[src/csp_pkg.sv]
// Constants, state type and code decoders for the card status fields
// Assumes a single 40 MHz core clock and synchronous active-high reset
package csp_pkg;

   // Field widths
   localparam int AU_W = 10;
   localparam int SUSP_W = 22;
   localparam int CLASS_W = 4;
   localparam int DEPTH_W = 5;
   localparam int SU_W = 4;
   localparam int TASK_W = 32;
   localparam int CMD_IDX_W = 6;
   localparam int CAP_W = 32;

   // Command decode
   localparam logic [5:0] CMD_STATUS = 6'h0D;
   localparam logic [5:0] CMD_VIDEO = 6'h14;
   localparam int ARG_TASK_BIT = 15;
   localparam int VSC_FUNC_HI = 31;
   localparam int VSC_FUNC_LO = 28;
   localparam logic [3:0] VSC_SUSPEND = 4'h5;
   localparam logic [3:0] VSC_SET_FREE = 4'h7;

   // Video allocation unit codes and recording subunit sizes in MB
   localparam logic [9:0] AU_NONE = 10'h000;
   localparam logic [3:0] SU_NONE = 4'h0;
   localparam logic [3:0] SU_7MB = 4'h7;
   localparam logic [3:0] SU_8MB = 4'h8;
   localparam logic [3:0] SU_9MB = 4'h9;
   localparam logic [3:0] SU_10MB = 4'hA;
   localparam logic [31:0] MIN_UNITS_HC = 32'h0000_0028;
   localparam logic [31:0] MIN_UNITS_XC = 32'h0000_0050;
   localparam logic [21:0] SUSP_NONE = 22'h00_0000;

   // Application class codes
   localparam logic [3:0] CLASS_NONE = 4'h0;
   localparam logic [3:0] CLASS_ONE = 4'h1;
   localparam logic [3:0] CLASS_TWO = 4'h2;

   // Bit positions inside the 8-bit feature byte
   localparam int PERF_CARD_MAINT = 0;
   localparam int PERF_HOST_MAINT = 1;
   localparam int PERF_CACHE = 2;
   localparam int PERF_DEPTH_LO = 3;
   localparam logic [7:0] PERF_RESET = 8'h00;
   localparam logic [31:0] TASK_MAP_RESET = 32'h0000_0000;
   localparam logic [31:0] STATUS_RESET = 32'h0000_0000;

   typedef enum logic [1:0] {
      CSP_SUSP_IDLE = 2'b01,
      CSP_SUSP_HELD = 2'b10
   } csp_susp_t;

   function automatic logic csp_au_valid(input logic [9:0] c);
      case (c)
         10'h008, 10'h010, 10'h015, 10'h018, 10'h01B, 10'h01C,
         10'h01E, 10'h020, 10'h024, 10'h028, 10'h02A, 10'h02D,
         10'h030, 10'h036, 10'h038, 10'h03C, 10'h040, 10'h048,
         10'h050, 10'h060, 10'h070, 10'h078, 10'h080, 10'h090,
         10'h0A0, 10'h0C0, 10'h0D8, 10'h0E0, 10'h0F0, 10'h100,
         10'h120, 10'h140, 10'h180, 10'h1B0, 10'h1C0, 10'h1E0,
         10'h200: return 1'b1;
         default: return 1'b0;
      endcase
   endfunction : csp_au_valid

   function automatic logic [3:0] csp_au_subunit(input logic [9:0] c);
      if (!csp_au_valid(c)) begin
         return SU_NONE;
      end
      case (c)
         10'h015, 10'h01C, 10'h02A: return SU_7MB;
         10'h01B, 10'h024, 10'h02D, 10'h036: return SU_9MB;
         10'h01E, 10'h03C: return SU_10MB;
         default: return SU_8MB;
      endcase
   endfunction : csp_au_subunit

endpackage : csp_pkg

[src/csp_au_check.sv]
// Checks a requested video allocation unit size against the code list
// and the card capacity; purely combinational
// Assumes capacity in MB and the capacity class are stable while loading
`timescale 1ns/10ps
module csp_au_check
   import csp_pkg::*;
(
   // Request
   input wire logic [AU_W-1:0] au_req,
   // Card geometry
   input wire logic [CAP_W-1:0] capacity_mb,
   input wire logic extended_cap,
   // Verdict
   output logic au_ok,
   output logic [SU_W-1:0] subunit_mb
);

   logic [31:0] min_units;
   logic [31:0] needed_mb;

   always_comb begin
      min_units = extended_cap ? MIN_UNITS_XC : MIN_UNITS_HC;
      needed_mb = 32'(au_req) * min_units;
      au_ok = csp_au_valid(au_req) && (needed_mb <= capacity_mb);
      subunit_mb = csp_au_subunit(au_req);
   end

endmodule : csp_au_check

[src/csp_task_map.sv]
// Ready map of queued tasks, one bit per task
// Assumes set and clear pulses come from the task scheduler of the card
`timescale 1ns/10ps
module csp_task_map
   import csp_pkg::*;
#(
   parameter int NUM_TASKS = 32
)
(
   // Clock and reset
   input wire logic core_clk,
   input wire logic rst,
   input wire logic clk_en,
   // Task events
   input wire logic [TASK_W-1:0] ready_set,
   input wire logic [TASK_W-1:0] ready_clr,
   // Map
   output logic [TASK_W-1:0] ready_map
);

   localparam logic [TASK_W-1:0] USED_MASK =
      TASK_W'((64'h1 << NUM_TASKS) - 64'h1);

   logic [TASK_W-1:0] next_ready_map;

   always_comb begin
      // Set wins over clear; bits beyond the used tasks stay zero
      next_ready_map = ((ready_map & ~ready_clr) | ready_set) & USED_MASK;
   end

   always_ff @(posedge core_clk) begin
      if (rst) begin
         ready_map <= TASK_MAP_RESET;
      end else if (clk_en) begin
         ready_map <= next_ready_map;
      end
   end
endmodule : csp_task_map

[src/csp_fields.sv]
// Card-side status fields: video allocation unit, suspension point,
// application class, feature byte and the queued task response
// Assumes commands arrive decoded as one-cycle strobes from the card
// command front end, and firmware strobes configuration loads
`timescale 1ns/10ps

module csp_fields
   import csp_pkg::*;
#(
   parameter int NUM_TASKS = 32
)
(
   // Clock, reset, enable
   input wire logic core_clk,
   input wire logic rst,
   input wire logic clk_en,
   // Host command strobe
   input wire logic cmd_valid,
   input wire logic [CMD_IDX_W-1:0] cmd_index,
   input wire logic [31:0] cmd_arg,
   // Normal card status for the status command
   input wire logic [31:0] card_status,
   // Firmware configuration
   input wire logic cfg_load,
   input wire logic [AU_W-1:0] cfg_au_req,
   input wire logic [CAP_W-1:0] capacity_mb,
   input wire logic extended_cap,
   input wire logic [CLASS_W-1:0] cfg_app_class,
   input wire logic [CLASS_W-1:0] measured_class,
   input wire logic cache_support,
   input wire logic host_maint_support,
   input wire logic card_maint_support,
   input wire logic [DEPTH_W-1:0] queue_depth_code,
   // Recording position and memory traffic, 512 KB units
   input wire logic [SUSP_W-1:0] cur_point,
   input wire logic [SUSP_W-1:0] cur_au_base,
   input wire logic mem_write,
   input wire logic mem_erase,
   input wire logic [SUSP_W-1:0] mem_addr,
   // Task events
   input wire logic [TASK_W-1:0] task_ready_set,
   input wire logic [TASK_W-1:0] task_ready_clr,
   // Status block fields
   output logic [AU_W-1:0] video_class_au_size,
   output logic [SU_W-1:0] recording_subunit,
   output logic [SUSP_W-1:0] suspend_point,
   output logic [CLASS_W-1:0] app_class_level,
   output logic [7:0] perf_feature_flags,
   // Status command response
   output logic resp_valid,
   output logic resp_is_task,
   output logic [31:0] resp_data
);

   // Allocation unit check
   logic au_ok;
   logic [SU_W-1:0] req_subunit;

   csp_au_check u_au_check (
      .au_req(cfg_au_req),
      .capacity_mb(capacity_mb),
      .extended_cap(extended_cap),
      .au_ok(au_ok),
      .subunit_mb(req_subunit)
   );

   // Task ready map
   logic [TASK_W-1:0] queued_task_ready_map;

   csp_task_map #(.NUM_TASKS(NUM_TASKS)) u_task_map (
      .core_clk(core_clk),
      .rst(rst),
      .clk_en(clk_en),
      .ready_set(task_ready_set),
      .ready_clr(task_ready_clr),
      .ready_map(queued_task_ready_map)
   );

   // Command decode
   logic status_cmd;
   logic task_cmd;
   logic suspend_cmd;
   logic set_free_cmd;
   logic [3:0] vsc_func;

   always_comb begin
      vsc_func = cmd_arg[VSC_FUNC_HI:VSC_FUNC_LO];
      status_cmd = cmd_valid && (cmd_index == CMD_STATUS);
      task_cmd = status_cmd && cmd_arg[ARG_TASK_BIT];
      suspend_cmd = cmd_valid && (cmd_index == CMD_VIDEO)
                    && (vsc_func == VSC_SUSPEND);
      set_free_cmd = cmd_valid && (cmd_index == CMD_VIDEO)
                     && (vsc_func == VSC_SET_FREE);
   end

   // Video allocation unit and subunit
   logic [AU_W-1:0] next_au;
   logic [SU_W-1:0] next_su;

   always_comb begin
      next_au = video_class_au_size;
      next_su = recording_subunit;
      if (cfg_load) begin
         // Rejected requests report unsupported rather than a larger size
         next_au = au_ok ? cfg_au_req : AU_NONE;
         next_su = au_ok ? req_subunit : SU_NONE;
      end
   end

   always_ff @(posedge core_clk) begin
      if (rst) begin
         video_class_au_size <= AU_NONE;
         recording_subunit <= SU_NONE;
      end else if (clk_en) begin
         video_class_au_size <= next_au;
         recording_subunit <= next_su;
      end
   end

   // Suspension point tracking
   csp_susp_t susp_state;
   csp_susp_t next_susp_state;
   logic [SUSP_W-1:0] susp_base;
   logic [SUSP_W-1:0] next_susp_point;
   logic [SUSP_W-1:0] next_susp_base;
   logic [SUSP_W-1:0] au_len;
   logic [SUSP_W:0] au_end;
   logic mem_hit;

   always_comb begin
      // Two 512 KB units per MB
      au_len = SUSP_W'({video_class_au_size, 1'b0});
      au_end = {1'b0, susp_base} + {1'b0, au_len};
      mem_hit = (mem_write || mem_erase)
                && (mem_addr >= susp_base)
                && ({1'b0, mem_addr} < au_end);
      next_susp_state = susp_state;
      next_susp_point = suspend_point;
      next_susp_base = susp_base;
      case (susp_state)
         CSP_SUSP_IDLE: begin
            if (suspend_cmd && (cur_point != SUSP_NONE)) begin
               next_susp_state = CSP_SUSP_HELD;
               next_susp_point = cur_point;
               next_susp_base = cur_au_base;
            end
         end
         CSP_SUSP_HELD: begin
            // A new suspend in the same cycle wins over a clear
            if (suspend_cmd && (cur_point != SUSP_NONE)) begin
               next_susp_point = cur_point;
               next_susp_base = cur_au_base;
            end else if (set_free_cmd || mem_hit) begin
               next_susp_state = CSP_SUSP_IDLE;
               next_susp_point = SUSP_NONE;
            end
         end
         default: begin
            next_susp_state = CSP_SUSP_IDLE;
            next_susp_point = SUSP_NONE;
         end
      endcase
   end

   always_ff @(posedge core_clk) begin
      if (rst) begin
         susp_state <= CSP_SUSP_IDLE;
         suspend_point <= SUSP_NONE;
         susp_base <= SUSP_NONE;
      end else if (clk_en) begin
         susp_state <= next_susp_state;
         suspend_point <= next_susp_point;
         susp_base <= next_susp_base;
      end
   end

   // Application class and feature byte
   logic [CLASS_W-1:0] next_class;
   logic [CLASS_W-1:0] class_min;
   logic [7:0] next_perf;

   always_comb begin
      class_min = (cfg_app_class < measured_class)
                  ? cfg_app_class : measured_class;
      // Reserved codes are never emitted
      next_class = (class_min > CLASS_TWO) ? CLASS_TWO : class_min;
      next_perf = PERF_RESET;
      next_perf[7:PERF_DEPTH_LO] = queue_depth_code;
      next_perf[PERF_CACHE] = cache_support;
      next_perf[PERF_HOST_MAINT] = host_maint_support;
      next_perf[PERF_CARD_MAINT] = card_maint_support;
   end

   always_ff @(posedge core_clk) begin
      if (rst) begin
         app_class_level <= CLASS_NONE;
         perf_feature_flags <= PERF_RESET;
      end else if (clk_en) begin
         app_class_level <= next_class;
         perf_feature_flags <= next_perf;
      end
   end

   // Status command response
   logic next_resp_valid;
   logic next_resp_is_task;
   logic [31:0] next_resp_data;

   always_comb begin
      next_resp_valid = status_cmd;
      next_resp_is_task = task_cmd;
      next_resp_data = resp_data;
      if (status_cmd) begin
         next_resp_data = task_cmd ? queued_task_ready_map
                                   : card_status;
      end
   end

   always_ff @(posedge core_clk) begin
      if (rst) begin
         resp_valid <= 1'b0;
         resp_is_task <= 1'b0;
         resp_data <= STATUS_RESET;
      end else if (clk_en) begin
         resp_valid <= next_resp_valid;
         resp_is_task <= next_resp_is_task;
         resp_data <= next_resp_data;
      end
   end
endmodule : csp_fields

[config.mk]
export PLATFORM = sky130hd
export DESIGN_NAME = csp_fields
export DESIGN_NICKNAME = d
export VERILOG_FILES = /design/src/csp_pkg.sv /design/src/csp_au_check.sv /design/src/csp_task_map.sv /design/src/csp_fields.sv
export SDC_FILE = /design/constraint.sdc
export NUM_CORES = 1
export LEC_CHECK = 0
export BUFFER_PORTS_ARGS = -buffer_cell sky130_fd_sc_hd__buf_4
export CAP_MARGIN = 20
export CORE_MARGIN = 8
export CORE_UTILIZATION = 45
export DETAILED_ROUTE_END_ITERATION = 16
export PLACE_DENSITY = 0.76
export SYNTH_ARGS = -nofsm -noshare
export SYNTH_HDL_FRONTEND = slang
export SYNTH_SLANG_ARGS = --single-unit
[constraint.sdc]
create_clock -name core_clk -period 7.6 [get_ports core_clk]
set_input_delay 0 -clock core_clk [delete_from_list [all_inputs] [get_ports core_clk]]
set_output_delay 0 -clock core_clk [all_outputs]
set_load 0.1 [all_outputs]
=== Yosys cells after proc, flatten, opt, wreduce, memory -nomap -nowiden ===
Cells that the tools add are included.

* Register bits: 138

* Reduce and logical (&&, ||, !) cells: 22
* Muxes and demuxes: 17
* $mul: 1
* Eq/ne operators: 47
* $add $sub $neg: 1
* $lt $le $gt $ge: 5
* Bitwise gates (word level): 3

{| class="wikitable"
|+ Operators with widths
! cell !! number
|-
| $eq A10 B6 Y1 const B || 9
|-
| $eq A10 B8 Y1 const B || 7
|-
| $eq A10 B9 Y1 const B || 7
|-
| $mux W22 || 3
|-
| $eq A10 B5 Y1 const B || 6
|-
| $eq A10 B7 Y1 const B || 6
|-
| $pmux W22 S2 || 1
|-
| $reduce_or A37 Y1 || 1
|-
| $and A32 B32 Y32 || 1
|-
| $le A32 B32 Y1 || 1
|-
| $mul A10 B32 Y32 || 1
|-
| $mux W32 || 1
|-
| $not A32 Y32 || 1
|-
| $or A32 B32 Y32 || 1
|-
| $add A22 B11 Y23 || 1
|-
| $lt A22 B23 Y1 || 1
|-
| $ge A22 B22 Y1 || 1
|-
| $reduce_bool A22 Y1 || 1
|-
| $mux W4 || 4
|-
| $pmux W4 S3 || 1
|-
| $eq A10 B10 Y1 const B || 1
|-
| $eq A10 B4 Y1 const B || 1
|-
| $mux W10 || 1
|-
| $logic_and A1 B1 Y1 || 9
|-
| 20 further kinds || 29
|}

=== Logic depth before layout (Yosys ltp) ===
Gate-level depths: netlist of run 1.

* Word-level depth: 7
* Depth in mapped cells: 28

=== Modules after synthesis ===
Synthesis of run 1 repeated with hierarchy kept, for this count alone.

* Cells, all modules: 1172
* Area, all modules: 9745.6 µm²

{| class="wikitable"
|+ Modules (own cells, without submodules)
! module !! sequential area each (µm²) !! times used !! cells each !! area each (µm²)
|-
| csp_fields || 2122.0 || 1 || 772 || 6361.1
|-
| csp_au_check || 0.0 || 1 || 262 || 1964.4
|-
| csp_task_map || 640.6 || 1 || 138 || 1420.1
|}

=== Worst setup path after synthesis of run 1 ===
OpenSTA, ideal clock, no wires.

* Kind: input-to-reg
* Start: in extended_cap
* End: reg video_class_au_size[1]
* Data required time: 7537 ps
* Path buffers: 2
* Cell stages on the path: 27
* Setup time: 63 ps
* Path slack: 2267 ps
* Arrival: 5271 ps
* Cells stage by stage: clkbuf_1 -> clkbuf_1 -> nand2_1 -> inv_1 -> ha_1 -> inv_1 -> fa_1 -> inv_1 -> ha_1 -> ha_1 -> inv_1 -> fa_1 -> nor2b_1 -> o21ai_0 -> a21boi_0 -> o21ai_0 -> nand2b_1 -> a31oi_1 -> o311ai_0 -> ha_1 -> a21o_1 -> a21oi_1 -> o221a_2 -> nand2_1 -> a311o_1 -> nor3b_4 -> a22o_1

* Word-level cells in the longest chain between the ends: 5

{| class="wikitable"
|+ RTL lines
! item !! RTL line !! RTL
|-
| start: declaration || csp_fields.sv:27 || <nowiki>input wire logic extended_cap,</nowiki>
|-
| $mux W7 || csp_au_check.sv:22 || <nowiki>min_units = extended_cap ? MIN_UNITS_XC : MIN_UNITS_HC;</nowiki>
|-
| $mul A10 B32 Y32 || csp_au_check.sv:23 || <nowiki>needed_mb = 32'(au_req) * min_units;</nowiki>
|-
| $le A32 B32 Y1 || csp_au_check.sv:24 || <nowiki>au_ok = csp_au_valid(au_req) && (needed_mb <= capacity_mb);</nowiki>
|-
| $logic_and A1 B1 Y1 || csp_au_check.sv:24 ||
|-
| $mux W10 || csp_fields.sv:105 || <nowiki>next_au = au_ok ? cfg_au_req : AU_NONE;</nowiki>
|-
| end signal: assignment || csp_fields.sv:115 || <nowiki>video_class_au_size <= next_au;</nowiki>
|-
| end: declaration || csp_fields.sv:44 || <nowiki>output logic [AU_W-1:0] video_class_au_size,</nowiki>
|}

No other way between the ends.
A chain may end at the register's enable or synchronous reset.

=== Worst setup path after layout of run 1 ===
* Start: in cfg_au_req[2]
* End: reg video_class_au_size[6]

* Word-level cells in the longest chain between the ends: 5

{| class="wikitable"
|+ RTL lines
! item !! RTL line !! RTL
|-
| start: declaration || csp_fields.sv:25 || <nowiki>input wire logic [AU_W-1:0] cfg_au_req,</nowiki>
|-
| parallel branches: the longest is 3 deep, another holds $mul A10 B32 Y32 || n/a ||
|-
| $logic_and A1 B1 Y1 * || csp_au_check.sv:24 ||
|-
| $mux W10 * || csp_fields.sv:105 ||
|}

Every way passes the cells marked *.

==> results of run 1 <==
==> cells in the final DEF (no fill, tap or decap), types with 4 or more instances in the layout <==
| master | n |
|---|---|
| mux2i_1 | 11 |
| nor2_1 | 65 |
| nand2_1 | 155 |
| nor4_1 | 13 |
| dlygate4sd3_1 | 158 |
| xnor2_1 | 19 |
| nand2b_1 | 15 |
| or4_1 | 4 |
| nand4_1 | 8 |
| o41ai_1 | 22 |
| o221ai_1 | 32 |
| a22o_1 | 11 |
| a21boi_0 | 4 |
| buf_4 | 328 |
| o211ai_1 | 9 |
| o21ai_0 | 18 |
| conb_1 | 4 |
| a21oi_1 | 109 |
| inv_1 | 126 |
| clkbuf_16 | 17 |
| fa_1 | 10 |
| a21o_1 | 17 |
| dfxtp_1 | 138 |
| or3_1 | 7 |
| inv_8 | 5 |
| a22oi_1 | 32 |
| and2_1 | 4 |
| xor2_1 | 7 |
| a311oi_1 | 5 |
| nor2b_1 | 8 |
| nand3_1 | 7 |
| nor3_1 | 35 |
| ha_1 | 118 |
| nand4b_1 | 5 |
==> flip-flops by register name (all words and copies together), names as in the netlist, 2 cells and up <==
register,count
perf_feature_flags,8
app_class_level,4
suspend_point,22
susp_base,22
u_task_map.ready_map,32
video_class_au_size,10
resp_data,32
susp_state,2
recording_subunit,4
==> power groups by stage <==
stage | combinational (mW) | clock (mW) | sequential (mW)
after CTS | 0.531 | 0.896 | 0.747
after floorplan | 0.254 | 0 | 0.793
after detailed placement | 0.453 | 0 | 0.763
after global placement | 0.438 | 0 | 0.763
final | 0.541 | 0.879 | 0.749
after global routing | 0.600 | 0.925 | 0.749
==> cell families after synthesis <==
kind of cell	Yosys count	share of synthesized area (%)
AND/OR/NAND/NOR	347	17.7
AO/OA/AOI/OAI	297	21.9
buffers and inverters	189	8.22
flip-flops	138	30.0
adder cells (fa/ha/maj)	128	18.2
XOR/XNOR	26	2.47
multiplexers	13	1.44
other	2	0.0815
==> routing by layer <==
layer	GRT usage [%]	vias to the layer above	part of all wire [%]
met3	6.57	106	6.5
li1	-	4949	-
met2	44.9	435	49
met4	11.3	0	4.1
met5	0	-	0
met1	29.0	4770	40
==> area by class of cell <==
cell class              count  area share [%]
multi-input cells         815            41.0
repair buffers            486            28.9
flip-flops and latches    138            19.8
inverters                 126            3.38
clock buffers              17            3.04
well taps                 270            2.42
clock inverters            15            1.43
diodes                      3          0.0537
==> worst paths after layout <==
kind	startpoint	end	slack, ps	cells after the start
min	measured_class[1]	app_class_level[1]	30	5
max	cfg_au_req[2]	video_class_au_size[6]	1560	27
min reg2reg	resp_data[28]	resp_data[28]	450	2
max reg2reg	video_class_au_size[0]	susp_state[1]	2600	17
==> worst reg2reg max path, stage by stage (launching register included) <==
cell and delay [ps]:
dfxtp_1 410, ha_1 220, inv_1 60, fa_1 400
nor2b_1 110, o21ai_0 80, nand2b_1 140, a311oi_1 190
or4_1 630, a2111oi_0 510, xnor2_1 180, ha_1 260
a21oi_1 160, o2bb2ai_1 80, a211oi_1 180, a21boi_0 190
o22ai_2 830, a311oi_1 200
==> metrics, run 1 <==
outcome=complete, no violations; GPL Wtd Cong=0.894; Worst Hold Class=in2reg; share of flip-flops with an asynchronous set or reset=0%; sequential share of power=34.5%; Critical Path RT=7960 ps; first-pass GRT wire length=53.9 mm; Synth cell types=69; root buf cell=clkbuf_16; Most used DFF post-synth=dfxtp_1; Pint=1.52 mW; Placement Setup Slack=1700 ps; Net Sw Frac=29.9%; Synth Area per Inst=8.09 um^2; Max Buffers Root-to-Sink=2; unrepaired setup endpoints after global routing=no; routed vias/inst=5.49; Final Instance Count excl. Fillers=1870; post-synth top area cell=dfxtp_1; Pre-antenna DRT Iters=6; area of the multi-input gates=5720 um^2; Clk pin slew, worst setup/hold paths=70 ps; Iteration-0 DRC Markers=804; Setup TNS Final=0 ps; Slew headroom=27.8%; Max Freq=165 MHz; # setup viols final=0; layout cell share with drive strength beyond 1=23.3%; final design area excluding fillers=14000 um^2; Comb power frac=24.9%; critical path type=in2reg; core area=20200 um^2; fin crit period=6040 ps; top post-synthesis cells by count=nand2_1 (155), dfxtp_1 (138), inv_1 (126); hold buffers post-CTS=158; Final nets=1978; Util after Layout=69.3%; CP max-delay cell=fa_1; post-CTS setup buffers=0; worst hold slack=34.0 ps; I/O Buffers=320; H-Tree Depth=4; CP endpoint kind=flop; dpl hpwl=22.7 mm; top cell family by delay on the critical path=compound AO/OA/AOI/OAI gates; via count=10260; Mapped Cells=1140; DRT antenna net count=0; clock latency on the worst-skew pair=420 ps; WL/cell=18.0 um; FILL cells=1595; P_leak=6.26 nW; grt ovf=0; Starting Density=45.7%; Post-synth EDFFs=0; Reg area=2760 um^2; Layout area overhead=51.6%; CTS Sinks=138; Top cell by count, worst path=ha_1; post_cts resized=0; I/O Pins=348; fin crit share=79.5%; NetSw=649 uW; final-report hold violation count=0; sequential cell area fraction in the yosys report=30.0%; fin. max-slew vios=0; die area=25300 um^2; placed inst area=11800 um^2; worst-path fanout max=10; PD cells=155 nW/um^2; top-count cell post-synth=nand2_1; Worst EP arrival=6400 ps; GR Util All Layers=25.6%; clock power share=40.5%; row count=52; antenna violations before repair=3; Worst Skew=8.63 ps; Die Y=159 um; TritonCTS buffer count=17; largest cells by area after synthesis=dfxtp_1 (30%), ha_1 (16%), nand2_1 (6.3%); final setup margin=1560 ps; total power=2.17 mW; post-synth top area share=30.0%; CP peak stage delay=550 ps; post-synthesis register bit count=138; Routed WL=33.7 mm; Buf/Inv on CP=5; Post-Syn Area=9220 um^2; CTS tree=built; Chip Width=159 um; total of max-cap violations=0; # placed instances=1677; total number of yosys warnings=0; post-route DRC violation count=0; largest net degree at the start of global routing=76; vias in the first global route=10547; Worst setup SP type=input pin; worst IR drop on VDD=0.147 mV; Worst-Margin Slew=1080 ps
Power figures use the tool's default switching activity.
==> run 2: changes to the inputs <==
- clock period: 7.6 -> 6.3 ns (I/O delays scaled with it)
==> metrics, run 2 (synthesis gave the netlist of run 1 again) <==
DRT antenna net count=0 (unchanged); Slew headroom=25.7% (-2.1 points); I/O Buffers=320 (unchanged); Layout area overhead=51.0%; core area=20200 um^2 (unchanged); TritonCTS buffer count=17 (unchanged); CTS tree=built; final-report hold violation count=0 (unchanged); largest net degree at the start of global routing=76 (unchanged); outcome=complete, no violations; FILL cells=1548 (-2.9%); P_leak=6.23 nW (-0.43%); Pint=1.82 mW (+20%); reg2reg path depth=17 (unchanged); Clk pin slew, worst setup/hold paths=60 ps (about the same); worst hold slack=18.2 ps (-15.8 ps); total of max-cap violations=0 (unchanged); grt ovf=0 (unchanged); leading cell type in the layout, fill and taps excluded=buf_4; clock latency on the worst-skew pair=420 ps (about the same); fin crit share=93.7%; Starting Density=45.7% (unchanged); vias in the first global route=10554 (+0.066%); placed inst area=11800 um^2 (unchanged); most frequent cells in the layout=buf_4 (328), dlygate4sd3_1 (156), nand2_1 (155), dfxtp_1 (138), inv_1 (126); CP endpoint kind=flop; Final nets=1976 (-0.10%); Routed WL=32.7 mm (-3.0%); unrepaired setup endpoints after global routing=no; worst IR drop on VDD=0.170 mV (+16%); die area=25300 um^2 (unchanged); Worst Hold Class=in2reg; Net Sw Frac=29.2% (-0.72 points); WL/cell=17.5 um (-2.8%); fin. max-slew vios=0 (unchanged); I/O Pins=348 (unchanged); Pre-antenna DRT Iters=5 (-1); critical path type=in2reg; first-pass GRT wire length=52.0 mm (-3.4%); Chip Width=159 um (unchanged); routed vias/inst=5.50 (+0.16%); GPL Wtd Cong=0.883 (-1.2%); final setup margin=397 ps (-1160 ps); Worst setup SP type=input pin; Hold Path Depth=3 (-2); PD cells=184 nW/um^2 (+19%); Setup TNS Final=0 ps (unchanged); layout cell share with drive strength beyond 1=23.3% (-0.033 points); Comb power frac=25.1% (+0.2 points); sequential share of power=35.2% (+0.7 points); row count=52 (unchanged); Worst EP arrival=6250 ps (-150 ps); NetSw=750 uW (+16%); Die Y=159 um (unchanged); CTS Sinks=138 (unchanged); Worst Skew=13.1 ps (+4.50 ps); Placement Setup Slack=486 ps (-1210 ps); H-Tree Depth=4 (unchanged); via count=10260 (unchanged); post_cts resized=0 (unchanged); Max Buffers Root-to-Sink=2 (unchanged); post-route DRC violation count=0 (unchanged); largest registers=resp_data: 32 flops, u_task_map.ready_map: 32 flops; fin crit period=5900 ps; Worst-Margin Slew=1110 ps (+34.8 ps); worst-path fanout max=10 (unchanged); dpl hpwl=22.6 mm (-0.40%); root buf cell=clkbuf_16; Iteration-0 DRC Markers=565 (-30%); GR Util All Layers=24.7% (-0.91 points); clock power share=39.7% (-0.8 points); antenna violations before repair=2 (-1); post-CTS setup buffers=0 (unchanged); final design area excluding fillers=13900 um^2 (-0.39%); Critical Path RT=6650 ps (-1310 ps); # setup viols final=0 (unchanged); Max Freq=169 MHz
## run 2: cell types whose count changed in the layout (fill, tap and decap cells not counted)
| cell | before | now |
|---|---|---|
| clkinv_8 | 2 | 0 |
| clkbuf_1 | 0 | 1 |
| clkinv_2 | 0 | 1 |
| dlygate4sd3_1 | 158 | 156 |
| clkinvlp_4 | 1 | 2 |
| clkinv_4 | 2 | 4 |
| inv_8 | 5 | 2 |
| diode_2 | 3 | 2 |
## run 2: final cells by class
| type | count | area [um^2] | share of cell area [%] |
|---|---|---|---|
| well taps | 270 | 338 | 2.43 |
| multi-input cells | 815 | 5720 | 41.1 |
| diodes | 2 | 5.00 | 0.0360 |
| repair buffers | 484 | 4020 | 28.9 |
| clock inverters | 14 | 164 | 1.18 |
| inverters | 126 | 473 | 3.40 |
| flip-flops and latches | 138 | 2760 | 19.8 |
| clock buffers | 18 | 429 | 3.08 |
## run 2: stage by stage
step | instances | power [mW] | utilization [%]
2_1_floorplan | 1142 | 1.26 | -
6_report | 1867 | 2.57 | 69.0
5_1_grt | 1867 | 2.69 | 69.0
3_3_place_gp | 1677 | 1.45 | 58.3
3_5_place_dp | 1677 | 1.46 | 58.3
4_1_cts | 1865 | 2.58 | 69.0
## run 2: critical path, stage by stage
cell and delay (ps):
dlygate4sd3_1 530, buf_4 180, and2_1 150, nand2b_1 140, ha_1 270, inv_1 50, fa_1 530, inv_1 40
ha_1 280, ha_1 300, inv_1 60, fa_1 450, nor2b_1 110, o21ai_0 110, a21boi_0 260, o21ai_0 110
nand2b_1 140, a31oi_1 140, o311ai_0 360, ha_1 310, a21o_1 180, a21oi_1 200, o221a_2 230, o211ai_1 80
a311o_1 410, nor3b_4 420, a22o_1 200
## run 2: final timing paths
| check | from | end | slack [ps] |
|---|---|---|---|
| worst max-delay path | cfg_au_req[2] | recording_subunit[3] | 400 |
| worst min-delay path | card_status[27] | resp_data[27] | 20 |
| worst max register to register | video_class_au_size[0] | susp_state[0] | 1110 |
| worst min register to register | resp_data[15] | resp_data[15] | 450 |
## run 2: per-layer routing
| metal | part of all wire [%] | GRT usage, % | vias to the layer above |
|---|---|---|---|
| met5 | 0 | 0 | - |
| met1 | 40 | 27.2 | 4763 |
| li1 | - | - | 4941 |
| met2 | 49 | 42.5 | 445 |
| met4 | 4.7 | 13.7 | 0 |
| met3 | 7.2 | 6.85 | 111 |
## run 2: repair_timing
item,in CTS,in global routing
hold endpoints to repair,124,0
hold buffers,156,0
endpoints found under the setup margin,0,2
## run 2: power by group through the flow
| stage | registers [mW] | logic (mW) | clock network (mW) |
|---|---|---|---|
| 6_report | 0.903 | 0.644 | 1.02 |
| 2_1_floorplan | 0.957 | 0.306 | 0 |
| 3_3_place_gp | 0.921 | 0.528 | 0 |
| 4_1_cts | 0.902 | 0.636 | 1.04 |
| 3_5_place_dp | 0.921 | 0.542 | 0 |
| 5_1_grt | 0.904 | 0.718 | 1.07 |
==> run 3: changes to the inputs <==
- CTS_BUF_LIST: default -> sky130_fd_sc_hd__clkbuf_4 sky130_fd_sc_hd__clkbuf_8
- PLACE_DENSITY: 0.76 -> 0.86
==> metrics, run 3 (synthesis gave the netlist of run 1 again) <==
outcome=complete, no violations; # placed instances=1677 (unchanged); Max Buffers Root-to-Sink=2 (unchanged); Pre-antenna DRT Iters=6 (+1); Worst setup SP type=input pin; most frequent cells in the layout=buf_4 (328), dlygate4sd3_1 (164), nand2_1 (155), dfxtp_1 (138), inv_1 (126); die area=25300 um^2 (unchanged); GR Util All Layers=26.6% (+1.8 points); total power=2.33 mW (-9.1%); clock latency on the worst-skew pair=460 ps (+40 ps); post_cts resized=0 (unchanged); vias in the first global route=10931 (+3.6%); layout cell share with drive strength beyond 1=23.2% (-0.054 points); largest registers=resp_data: 32 flops, u_task_map.ready_map: 32 flops; GPL Wtd Cong=0.876 (-0.82%); Worst Hold End=perf_feature_flags[0]; post-route DRC violation count=0 (unchanged); first-pass GRT wire length=55.9 mm (+7.4%); final design area excluding fillers=13800 um^2 (-0.63%); fin. max-slew vios=0 (unchanged); Max Freq=171 MHz (+0.71%); Chip Width=159 um (unchanged); worst IR drop on VDD=0.147 mV (-14%); via count=10678 (+4.1%); Worst Skew=32.3 ps (+19.1 ps); PD cells=169 nW/um^2 (-8.5%); Worst Hold Launch=rst; Hold Path Depth=2 (-1); Worst Hold Class=in2reg; Starting Density=45.7% (unchanged); Worst R2R Setup Slack=1160 ps (+50 ps); total of max-cap violations=0 (unchanged); Slew headroom=29.4% (+3.7 points); placed inst area=11800 um^2 (unchanged); Setup TNS Final=0 ps (unchanged); final setup margin=439 ps (+41.6 ps); reg2reg path depth=17 (unchanged); CP endpoint kind=flop; post-CTS setup buffers=0 (unchanged); worst hold slack=91.0 ps (+72.7 ps); H-Tree Depth=4 (unchanged); I/O Buffers=320 (unchanged); row count=52 (unchanged); core area=20200 um^2 (unchanged); antenna violations before repair=5 (+3); Iteration-0 DRC Markers=810 (+43%); fin crit period=5860 ps (-41.6 ps); Worst R2R Start=video_class_au_size[0]; Placement Setup Slack=512 ps (+26.7 ps); CTS Sinks=138 (unchanged); reg2reg end=suspend_point[6]; I/O Pins=348 (unchanged); Worst EP arrival=6250 ps (about the same); critical path type=in2reg; grt ovf=0 (unchanged); final-report hold violation count=0 (unchanged); routed vias/inst=5.69 (+3.5%); Die Y=159 um (unchanged); CP peak stage delay=540 ps (about the same); CP max-delay cell=dlygate4sd3_1; largest net degree at the start of global routing=86 (+13%); Worst-Margin Slew=1060 ps (-55.1 ps); DRT antenna net count=0 (unchanged); unrepaired setup endpoints after global routing=no; Util after Layout=68.6% (-0.43 points); worst-path fanout max=10 (unchanged); Final nets=1984 (+0.40%); TritonCTS buffer count=17 (unchanged); Critical Path RT=6680 ps (+30 ps); CTS tree=built; Top cell by count, worst path=ha_1; Clk pin slew, worst setup/hold paths=120 ps (+60 ps); fin crit share=93.0% (-0.66 points); WL/cell=18.5 um (+5.7%); Layout area overhead=50.0%; leading cell type in the layout, fill and taps excluded=buf_4; root buf cell=clkbuf_8; P_leak=6.19 nW (-0.61%); Routed WL=34.8 mm (+6.3%); dpl hpwl=23.0 mm (+1.4%); # setup viols final=0 (unchanged); Final Instance Count excl. Fillers=1878 (+0.59%)
-- run 3: cell types whose count changed in the layout (fill, tap and decap cells not counted), sizes merged --
cell         before  now
inv             131  136
clkbuf           18   17
diode             2    5
dlygate4sd3     156  164
bufinv            2    0
clkinvlp          2    0
-- run 3: per-layer routing --
metal / up-vias / GRT usage, % / routed length (um)
met3: 167 / 6.59 / 2770
met4: 0 / 15.7 / 2040
met5: - / 0 / 0
met2: 596 / 45.3 / 17000
li1: 4964 / - / -
met1: 4951 / 29.6 / 13000
-- run 3: worst max-delay path by stage --
| stage | startpoint | slack [ps] | to | cells past startpoint |
|---|---|---|---|---|
| 2_1_floorplan | extended_cap | 970 | video_class_au_size[1] | 27 |
| 3_3_place_gp | extended_cap | 670 | video_class_au_size[7] | 26 |
| 3_5_place_dp | extended_cap | 510 | video_class_au_size[4] | 26 |
| 4_1_cts | cfg_au_req[2] | 480 | video_class_au_size[4] | 27 |
| 5_1_grt | cfg_au_req[2] | 9 | video_class_au_size[2] | 27 |
| 6_report | cfg_au_req[2] | 440 | video_class_au_size[4] | 27 |
-- run 3: power breakdown --
part / leakage (nW) / switching (mW) / internal, mW / total [mW]
Combinational: 4.86 / 0.326 / 0.337 / 0.663
Sequential: 1.12 / 0.0136 / 0.890 / 0.904
Clock: 0.211 / 0.457 / 0.311 / 0.768
-- run 3: area by class of cell --
cell class | instances | area, um^2
Antenna cell | 5 | 12.5
Clock buffer | 17 | 234
Clock inverter | 15 | 184
Fill cell | 1472 | 6340
Inverter | 126 | 473
Multi-Input combinational cell | 815 | 5720
Sequential cell | 138 | 2760
Tap cell | 270 | 338
Timing Repair Buffer | 492 | 4100
-- run 3: what timing repair did --
item,4_1_cts,5_1_grt
hold buffers,164,0
endpoints found under the hold margin,128,0
endpoints found under the setup margin,0,0
-- run 3: critical path: cells and delay by family --
kind / cells / cell delay, ps
simple gates: 6 / 1020
fa+ha+maj: 6 / 2150
compound gates: 10 / 2190
buf+inv: 5 / 870
